## src/ddc_out_pkg.sv

```systemverilog
// Purpose: constants and types for the output format and buffer block
// Assumes: one processing clock; register offsets are word indices
// Notes:   reserved bits are masked off on write and read back as zero
package ddc_out_pkg;
  // ************************************************************
  // register map
  // ************************************************************
  localparam logic [7:0] ADDR_PATH_CFG = 8'h14;
  localparam logic [7:0] ADDR_BUF_CTL = 8'h15;
  localparam logic [7:0] ADDR_PTR_RST = 8'h16;
  localparam logic [7:0] ADDR_ADVANCE = 8'h17;
  localparam logic [7:0] ADDR_SYNC_TRIG = 8'h18;
  localparam logic [7:0] ADDR_STATUS = 8'h19;
  localparam logic [31:0] PATH_CFG_MASK = 32'h03FF_FFFF;
  localparam logic [31:0] BUF_CTL_MASK = 32'h0000_FFFF;
  localparam logic [31:0] PATH_CFG_RST = 32'h0000_0000;
  localparam logic [31:0] BUF_CTL_RST = 32'h0000_0000;
  // ************************************************************
  // field positions
  // ************************************************************
  localparam int LOWSRC_BIT = 25;
  localparam int IFMODE_BIT = 24;
  localparam int A_SEL_LSB = 22;
  localparam int B_SEL_LSB = 20;
  localparam int SYNC_POL_BIT = 19;
  localparam int CLK_POL_BIT = 18;
  localparam int SYNC_POS_BIT = 17;
  localparam int DIV_LSB = 14;
  localparam int TAG_I_LSB = 12;
  localparam int BUFMODE_BIT = 15;
  localparam int THR_LSB = 12;
  localparam int IVL_LSB = 4;
  localparam int CNT_LSB = 0;
  // ************************************************************
  // pointers, widths, counts
  // ************************************************************
  localparam logic [2:0] RD_PTR_RST = 3'h7;
  localparam logic [2:0] WR_PTR_RST = 3'h0;
  localparam logic [3:0] SER_LAST_BIT = 4'hF;
  localparam logic [4:0] SER_DIV_MAX = 5'h10;
  localparam logic [3:0] SNAP_MAX = 4'h8;

  typedef struct packed {
    logic [15:0] i_word;
    logic [15:0] q_word;
    logic [15:0] mag;
    logic [15:0] phase;
    logic [15:0] freq;
    logic [15:0] agc;
    logic [15:0] terr;
  } sample_s;

  typedef struct packed {
    logic wr;
    logic rd;
    logic [7:0] addr;
    logic [31:0] wdata;
  } bus_req_s;

  typedef enum logic [1:0] {SER_IDLE, SER_PRE, SER_SHIFT, SER_POST}
    ser_state_e;
endpackage

```

## src/output_format_and_buffer_ctrl.sv

```systemverilog
// Purpose: output port formatting, serial framing and buffer RAM control
// Assumes: mclk is the processing clock; all inputs synchronous to it
// Notes:   input clock enters as a sampled level, not a clock domain
// Operation
// - low bytes from buffer or direct path
// - buffer read by 8-bit or 16-bit processor
// - port A carries I, magnitude or frequency
// - port B carries Q, phase or magnitude
// - sync polarity bit inverts serial sync
// - clock polarity picks data change edge
// - sync one bit after or before word
// - bit rate divides clock by 16..1
// - I tag passes, clears or sets LSB
// - six more words have own tags
// - buffer mode bit picks snapshot or FIFO
// - in FIFO mode, rising level hitting threshold raises interrupt, ready
// - snapshot interval is field plus one
// - each snapshot stores 0 to 8 samples
// - pointer reset: read 111, write 000
// - advance strobe steps to next set
// - sync strobe pulses one clock period
// - all control words act on mclk
module output_format_and_buffer_ctrl
  import ddc_out_pkg::*;
#(
  parameter int DEPTH = 8
) (
  input wire logic mclk,
  input wire logic rst_b,
  input wire bus_req_s bus,
  output logic [31:0] rdata,
  input wire logic sync_on_input_clock,
  input wire logic input_sample_clock,
  input wire sample_s sample,
  input wire logic sample_valid,
  input wire logic [2:0] up_addr,
  input wire logic up_ram_rd,
  input wire logic [2:0] word_sel,
  input wire logic port_b_read_enable_n,
  input wire logic [15:0] ser_word,
  input wire logic [2:0] ser_kind,
  input wire logic ser_load,
  output logic ser_busy,
  output logic ser_clk,
  output logic ser_data,
  output logic ser_sync,
  output logic [15:0] parallel_port_a,
  output logic [15:0] parallel_port_b,
  output logic fifo_int,
  output logic fifo_ready,
  output logic sync_pulse_pin
);
  // pointers are 3 bits wide, so only the eight-entry buffer is served
  if (DEPTH != 8) begin : g_bad_depth
    $error("DEPTH must be 8");
  end

  // ************************************************************
  // register bus
  // ************************************************************
  logic [31:0] path_cfg;
  logic [31:0] buf_ctl;
  wire wr_cfg = bus.wr && bus.addr == ADDR_PATH_CFG;
  wire wr_ctl = bus.wr && bus.addr == ADDR_BUF_CTL;
  wire ptr_rst = bus.wr && bus.addr == ADDR_PTR_RST;
  wire advance = bus.wr && bus.addr == ADDR_ADVANCE;
  wire sync_trig = bus.wr && bus.addr == ADDR_SYNC_TRIG;

  // config words land straight in mclk flops; reserved bits dropped
  always_ff @(posedge mclk or negedge rst_b) begin
    if (!rst_b) begin
      path_cfg <= PATH_CFG_RST;
      buf_ctl <= BUF_CTL_RST;
    end else begin
      if (wr_cfg) path_cfg <= bus.wdata & PATH_CFG_MASK;
      if (wr_ctl) buf_ctl <= bus.wdata & BUF_CTL_MASK;
    end
  end

  wire lowsrc = path_cfg[LOWSRC_BIT];
  wire ifmode = path_cfg[IFMODE_BIT];
  wire [1:0] a_sel = path_cfg[A_SEL_LSB +: 2];
  wire [1:0] b_sel = path_cfg[B_SEL_LSB +: 2];
  wire sync_pol = path_cfg[SYNC_POL_BIT];
  wire clk_pol = path_cfg[CLK_POL_BIT];
  wire sync_pos = path_cfg[SYNC_POS_BIT];
  wire [2:0] div_code = path_cfg[DIV_LSB +: 3];
  wire fifo_mode = buf_ctl[BUFMODE_BIT];
  wire [2:0] thr = buf_ctl[THR_LSB +: 3];
  wire [7:0] ivl = buf_ctl[IVL_LSB +: 8];
  wire [3:0] snap_n = buf_ctl[CNT_LSB +: 4];

  // ************************************************************
  // buffer RAM and pointers
  // ************************************************************
  logic [31:0] ram [DEPTH];
  logic [2:0] rd_ptr;
  logic [2:0] wr_ptr;
  logic [7:0] ivl_cnt;
  logic [3:0] snap_left;
  wire [2:0] level = wr_ptr - rd_ptr - 3'h1;
  wire full = wr_ptr == rd_ptr;
  wire empty = level == 3'h0;
  wire ivl_done = sample_valid && ivl_cnt == ivl;
  // fifo takes every sample while not full, snapshot only the granted ones
  wire snap_take = snap_left != 4'h0;
  wire take = sample_valid && !full && (fifo_mode || snap_take);
  wire step = advance && !empty;
  wire [2:0] next_level = level + 3'h1;
  wire hit = take && !step && fifo_mode && next_level == thr;
  // out-of-range counts are clamped so a snapshot never overruns
  wire [3:0] snap_grant = (snap_n > SNAP_MAX) ? SNAP_MAX : snap_n;

  // pointers; a reset write wins over a same-cycle advance or store
  always_ff @(posedge mclk or negedge rst_b) begin
    if (!rst_b) begin
      rd_ptr <= RD_PTR_RST;
      wr_ptr <= WR_PTR_RST;
    end else if (ptr_rst) begin
      rd_ptr <= RD_PTR_RST;
      wr_ptr <= WR_PTR_RST;
    end else begin
      if (step) rd_ptr <= rd_ptr + 3'h1;
      if (take) wr_ptr <= wr_ptr + 3'h1;
    end
  end

  // snapshot interval counter and sample grant
  always_ff @(posedge mclk or negedge rst_b) begin
    if (!rst_b) begin
      ivl_cnt <= 8'h00;
      snap_left <= 4'h0;
    end else if (fifo_mode) begin
      ivl_cnt <= 8'h00;
      snap_left <= 4'h0;
    end else begin
      if (sample_valid) ivl_cnt <= ivl_done ? 8'h00 : ivl_cnt + 8'h01;
      if (ivl_done) snap_left <= snap_grant;
      else if (sample_valid && snap_take) snap_left <= snap_left - 4'h1;
    end
  end

  // interrupt pulse and ready flag; a hit beats a clearing event
  always_ff @(posedge mclk or negedge rst_b) begin
    if (!rst_b) begin
      fifo_int <= 1'b0;
      fifo_ready <= 1'b0;
    end else begin
      fifo_int <= hit;
      if (hit) fifo_ready <= 1'b1;
      else if (ptr_rst || !fifo_mode || level < thr) fifo_ready <= 1'b0;
    end
  end

  // ************************************************************
  // processor read of the buffer
  // ************************************************************
  logic oe_q;
  logic [15:0] buf_word;
  wire [31:0] head = ram[rd_ptr];
  wire oe_rise = port_b_read_enable_n && !oe_q;
  // 8-bit side picks a byte lane, 16-bit side picks A or B word
  wire [1:0] lane = up_addr[1:0];
  wire [7:0] byte8 = head[8*lane +: 8];
  wire [15:0] word16 = word_sel[0] ? head[15:0] : head[31:16];
  wire rd_clk = ifmode ? oe_rise : up_ram_rd;
  wire [15:0] next_buf_word = ifmode ? word16 : {8'h00, byte8};

  always_ff @(posedge mclk or negedge rst_b) begin
    if (!rst_b) begin
      oe_q <= 1'b1;
      buf_word <= 16'h0000;
    end else begin
      oe_q <= port_b_read_enable_n;
      if (rd_clk) buf_word <= next_buf_word;
    end
  end

  // ************************************************************
  // direct parallel ports
  // ************************************************************
  wire [15:0] direct_a = a_sel[1] ? sample.freq :
    (a_sel[0] ? sample.mag : sample.i_word);
  wire [15:0] direct_b = b_sel[1] ? sample.mag :
    (b_sel[0] ? sample.phase : sample.q_word);
  wire [7:0] low_a = lowsrc ? direct_a[7:0] : buf_word[7:0];
  wire [7:0] low_b = lowsrc ? direct_b[7:0] : buf_word[15:8];

  // ram entry holds port A word high, port B word low
  always_ff @(posedge mclk) begin
    if (take) ram[wr_ptr] <= {direct_a, direct_b};
  end

  always_ff @(posedge mclk or negedge rst_b) begin
    if (!rst_b) begin
      parallel_port_a <= 16'h0000;
      parallel_port_b <= 16'h0000;
    end else begin
      parallel_port_a <= {direct_a[15:8], low_a};
      parallel_port_b <= {direct_b[15:8], low_b};
    end
  end

  // ************************************************************
  // serial framing
  // ************************************************************
  ser_state_e state;
  ser_state_e next_state;
  logic [4:0] div_cnt;
  logic [3:0] bit_cnt;
  logic [15:0] shreg;
  // 1XX runs at the full clock, else 16 >> code
  wire [4:0] period = div_code[2] ? 5'h01 : (SER_DIV_MAX >> div_code[1:0]);
  wire tick = div_cnt == period - 5'h01;
  wire [1:0] tag = path_cfg[TAG_I_LSB - 2 * ser_kind +: 2];
  wire tag_lsb = tag[1] ? 1'b1 : (tag[0] ? 1'b0 : ser_word[0]);
  wire start = ser_load && state == SER_IDLE;
  wire last = state == SER_SHIFT && bit_cnt == SER_LAST_BIT && tick;
  wire sync_on = state == SER_PRE || state == SER_POST;
  // clock half is high in first half of a bit, so at full rate it stays
  // low: the receiver must then use the processing clock itself
  wire half_hi = div_cnt < (period >> 1);

  always_comb begin
    next_state = state;
    case (state)
      SER_IDLE: if (start) next_state = sync_pos ? SER_PRE : SER_SHIFT;
      SER_PRE: if (tick) next_state = SER_SHIFT;
      SER_SHIFT: if (last) next_state = sync_pos ? SER_IDLE : SER_POST;
      SER_POST: if (tick) next_state = SER_IDLE;
      default: next_state = SER_IDLE;
    endcase
  end

  always_ff @(posedge mclk or negedge rst_b) begin
    if (!rst_b) begin
      state <= SER_IDLE;
      div_cnt <= 5'h00;
      bit_cnt <= 4'h0;
      shreg <= 16'h0000;
    end else begin
      state <= next_state;
      div_cnt <= (start || tick) ? 5'h00 : div_cnt + 5'h01;
      if (start) shreg <= {ser_word[15:1], tag_lsb};
      else if (state == SER_SHIFT && tick) shreg <= shreg << 1;
      if (start) bit_cnt <= 4'h0;
      else if (state == SER_SHIFT && tick) bit_cnt <= bit_cnt + 4'h1;
    end
  end

  // serial pins registered; data moves at bit start
  always_ff @(posedge mclk or negedge rst_b) begin
    if (!rst_b) begin
      ser_busy <= 1'b0;
      ser_clk <= 1'b0;
      ser_data <= 1'b0;
      ser_sync <= 1'b0;
    end else begin
      ser_busy <= next_state != SER_IDLE;
      ser_clk <= (state != SER_IDLE && half_hi) ^ clk_pol;
      ser_data <= state == SER_SHIFT && shreg[15];
      ser_sync <= sync_on ^ sync_pol;
    end
  end

  // ************************************************************
  // sync strobe pin
  // ************************************************************
  logic input_sample_clock_q;
  logic sync_wait;
  logic sync_hold;
  wire input_sample_clock_rise = input_sample_clock && !input_sample_clock_q;
  wire fast_pulse = sync_trig && !sync_on_input_clock;

  // slow mode waits for an input clock edge, then spans one period
  always_ff @(posedge mclk or negedge rst_b) begin
    if (!rst_b) begin
      input_sample_clock_q <= 1'b0;
      sync_wait <= 1'b0;
      sync_hold <= 1'b0;
      sync_pulse_pin <= 1'b0;
    end else begin
      input_sample_clock_q <= input_sample_clock;
      if (sync_trig && sync_on_input_clock) sync_wait <= 1'b1;
      else if (input_sample_clock_rise) sync_wait <= 1'b0;
      if (input_sample_clock_rise) sync_hold <= sync_wait;
      sync_pulse_pin <= fast_pulse || (sync_hold && !input_sample_clock_rise) ||
        (sync_wait && input_sample_clock_rise);
    end
  end

  // ************************************************************
  // register read, one cycle after the strobe
  // ************************************************************
  wire [31:0] status = {20'h00000, fifo_ready, empty, full, level,
    rd_ptr, wr_ptr};
  wire [31:0] next_rdata = bus.addr == ADDR_PATH_CFG ? path_cfg :
    bus.addr == ADDR_BUF_CTL ? buf_ctl :
    bus.addr == ADDR_STATUS ? status : 32'h0000_0000;

  always_ff @(posedge mclk or negedge rst_b) begin
    if (!rst_b) rdata <= 32'h0000_0000;
    else rdata <= bus.rd ? next_rdata : 32'h0000_0000;
  end
endmodule

```

## config.mk

```make
export PLATFORM = sky130hd
export DESIGN_NAME = output_format_and_buffer_ctrl
export DESIGN_NICKNAME = d
export VERILOG_FILES = /design/src/ddc_out_pkg.sv /design/src/output_format_and_buffer_ctrl.sv
export SDC_FILE = /design/constraint.sdc
export NUM_CORES = 1
export LEC_CHECK = 0
export ABC_AREA = 1
export BUFFER_PORTS_ARGS = -buffer_cell sky130_fd_sc_hd__buf_4
export CORE_ASPECT_RATIO = 1.2
export CORE_MARGIN = 8
export CORE_UTILIZATION = 50
export DETAILED_ROUTE_END_ITERATION = 10
export MAX_ROUTING_LAYER = met4
export PLACE_DENSITY_LB_ADDON = 0.05
export SLEW_MARGIN = 25
export SYNTH_ARGS = -nofsm -noshare
export SYNTH_HDL_FRONTEND = slang
export SYNTH_SLANG_ARGS = --single-unit
export TNS_END_PERCENT = 30
```

## constraint.sdc

```tcl
create_clock -name mclk -period 4.2 [get_ports mclk]
set_input_delay 0.42 -clock mclk [delete_from_list [all_inputs] [get_ports mclk]]
set_output_delay 0.42 -clock mclk [all_outputs]
set_load 0.02 [all_outputs]
```

==> flow_summary.ini <==
[status]
status = complete, no violations

[timing]
worst_slack_ns = 0.8512
rsz0062_at_grt = no
finClkSkew_ns = 0.01530
fmax_mhz = 298.6
finalHoldViolations = 0
drv_slew = 0
setup_tns_ns = 0
finalSetupViolations = 0
worst_pin_slew_ns = 1.017
max_slew_margin_pct = 32.17
layout_min_cycle_time_ns = 3.349
fin_crit_sh_pct = 79.73

[routing]
via_per_inst = 5.157
drtPass1Iterations = 6
wl_per_cell_um = 18.86
m1WireLength_um = 23220
wl_met3_um = 2978
wl_met2_um = 27120
postRouteAntennaNets = 0
vias = 14950
drc = 0
routed_wl_um = 54670
drt_iter0_markers = 1028
dr.max_layer_used = met4

[die]
die-width_um = 197.3
die_area_um2 = 46100
core_area_um2 = 38850
fp.dieH_um = 233.6
start_util_pct = 50.79
num_rows = 79
io_pins = 258

[clocking]
clkTransAtPathRegs_ns = 0.06
root_buffer = clkbuf_16
cts.htree.levels = 2
cts_tree = built
cts_buffers = 44
cts_buffer_depth = 3
clkSinkCount = 428
cts-resized-gates = 0
clk_latency_ns = 0.55

[pwr]
p_per_area_nw_per_um2 = 510.3
power.total_mw = 11.94
max-vdd-ir-drop_mv = 0.3111
cellLeakagePower_nw = 10.88

[worst_setup_path]
start_kind = register
startpoint = rd_ptr[0]$_DFFE_PN1P_
rr_startpoint = rd_ptr[0]$_DFFE_PN1P_
worst_ep_arrival_time_ns = 3.59
crit_required_ns = 4.44
cp-end-kind = register
worst-setup-path-type = reg -> reg
worst-path-max-fanout = 40

[global_route]
antenna_found_initial = 1
grt_pass1_wl_um = 84860
grt_max_degree = 126
grt_pass1_vias = 15090
overflow = 0
grt_util_all_layers_pct = 24.43

[finish]
num-fill-cells = 3346
multi_input_area_um2 = 6155
drive_above_1_share_pct = 14.88
fin_nets = 2543
final_cells = 2899
final_util_pct = 60.21
ff_latch_area_um2 = 12000
syn2layout_area_growth_pct = 18.54

[logic_synthesis]
ys_ff_latch = 428
yosys.area.top_type_share_pct = 38.96
yosys_warnings = 0
syn_avg_cell_area_um2 = 9.177
ys_top_cells_by_area = edfxtp_1 39%, dfrtp_1 21%, nand2_1 13%
netlist_instances = 2150
ys_types = 46
synth_area_um2 = 19730
yosysSeqAreaShare_pct = 60.80
yosysTopAreaCell = edfxtp_1

[placed_design]
hpwl_um = 35370
pre_cts_ws_ns = 0.8261
port-buffer-count = 210
place_inst = 2813
globalplace.congestion = 0.8287

[worst_hold_path]
hp-class = in -> reg
hold_start = sync_on_input_clock

[job]
maxCapViolCount = 0
[power by group]
| group | internal [mW] | leakage [nW] | total [mW] | switching [mW] |
|---|---|---|---|---|
| Sequential | 5.10 | 4.49 | 5.38 | 0.272 |
| Clock | 2.42 | 0.749 | 4.04 | 1.62 |
| Combinational | 0.817 | 5.64 | 2.52 | 1.71 |
[what timing repair did]
action                    in CTS  in global routing
hold endpoints to repair       2                 34
buffers inserted               0                  0
hold buffers                   2                  1
[flip-flops by register name, summed over array words and instances (netlist names), 2 cells and up]
register / cells
rd_ptr: 3
parallel_port_a: 16
buf_word: 16
parallel_port_b: 16
ram: 256
path_cfg: 26
rdata: 26
state: 2
wr_ptr: 3
bit_cnt: 4
shreg: 16
snap_left: 4
buf_ctl: 16
div_cnt: 5
ivl_cnt: 8
[cell families (layout without fill, tap and decap cells)]
family	after synthesis	count (layout)	synth area share, %
buf+inv	414	631	8.434
mux	3	3	0.1712
compound gates	231	231	6.563
fa+ha+maj	19	19	1.243
other cells	1	7	0.01901
simple gates	1031	1031	21.67
flops	428	428	60.80
xor+xnor	23	23	1.097
[synthesized netlist by cell type, drive strengths merged]
master  count
dfstp       4
o21bai      1
inv       307
fa          1
o22ai       1
xnor2       6
nand4       9
o221ai      2
a211oi      2
nor3b       1
edfxtp    256
or2         5
nand2     713
nor3       17
mux2        3
a21o        1
o211ai      9
clkbuf     44
a22oi      29
buf        57
dfrtp     168
clkinv      6
a21oi      83
o21ai      95
xor2       17
conb        1
nor2       81
nand3     205
a31oi       8
ha         18
[worst max-delay path, cell delays in order (launching register included)]
cell and delay [ns]:
dfstp_4 0.88, clkinv_2 0.11, ha_1 0.37, nand2_1 0.09
nor2_1 0.06, nor2_1 0.27, inv_1 0.12, nor2_1 0.15
inv_1 0.19, nor2_4 0.50, buf_12 0.27
[per-layer routing]
| layer | up-vias | global-route usage [%] |
|---|---|---|
| met5 | - | - |
| met4 | 0 | 7.272 |
| li1 | 7281 | - |
| met1 | 7196 | 30.39 |
| met2 | 407 | 40.83 |
| met3 | 66 | 3.930 |
[layout make-up]
type / instances / share of cell area [%]
sequential: 428 / 51.31
multi-input combinational: 1313 / 26.31
timing repair buffer: 237 / 8.094
clock buffer: 65 / 5.611
inverter: 313 / 5.034
tap: 526 / 2.814
clock inverter: 16 / 0.8184
antenna: 1 / 0.01070
[through the flow]
step                      hold slack, ns  area (um2)
after floorplan                   0.1244       19750
after global placement            0.4615       21820
after detailed placement          0.4637       21820
after CTS                        0.04000       23340
after global routing             0.05610       23390
final                            0.05988       23390
[cell usage in the layout, fill, tap and decap left out, types with 6 or more instances in the layout]
| cell | count |
|---|---|
| clkinv_2 | 11 |
| edfxtp_1 | 256 |
| xor2_1 | 16 |
| buf_4 | 225 |
| buf_12 | 6 |
| a21oi_1 | 79 |
| conb_1 | 6 |
| nand2_1 | 706 |
| nor2_1 | 67 |
| clkbuf_8 | 9 |
| inv_1 | 302 |
| ha_1 | 18 |
| o211ai_1 | 9 |
| nor2_4 | 10 |
| nand2_2 | 6 |
| clkbuf_16 | 46 |
| a22oi_1 | 29 |
| nor3_1 | 14 |
| nand4_1 | 9 |
| o21ai_1 | 16 |
| nand3_1 | 205 |
| dfrtp_1 | 168 |
| clkbuf_1 | 10 |
| o21ai_0 | 79 |
| a31oi_1 | 8 |
[worst paths after layout]
kind,end,cells past startpoint,slack (ns)
max,ram[7][26]$_DFFE_PP_,10,0.85
min,sync_pulse_pin$_DFF_PN0_,2,0.06
max reg2reg,ram[7][26]$_DFFE_PP_,10,0.85
min reg2reg,ser_clk$_DFF_PN0_,1,0.48
max in group asynchronous,oe_q$_DFF_PN1_,4,2.80
min in group asynchronous,ivl_cnt[7]$_DFFE_PN0P_,2,0.34
(Power assumes the default switching activity.)
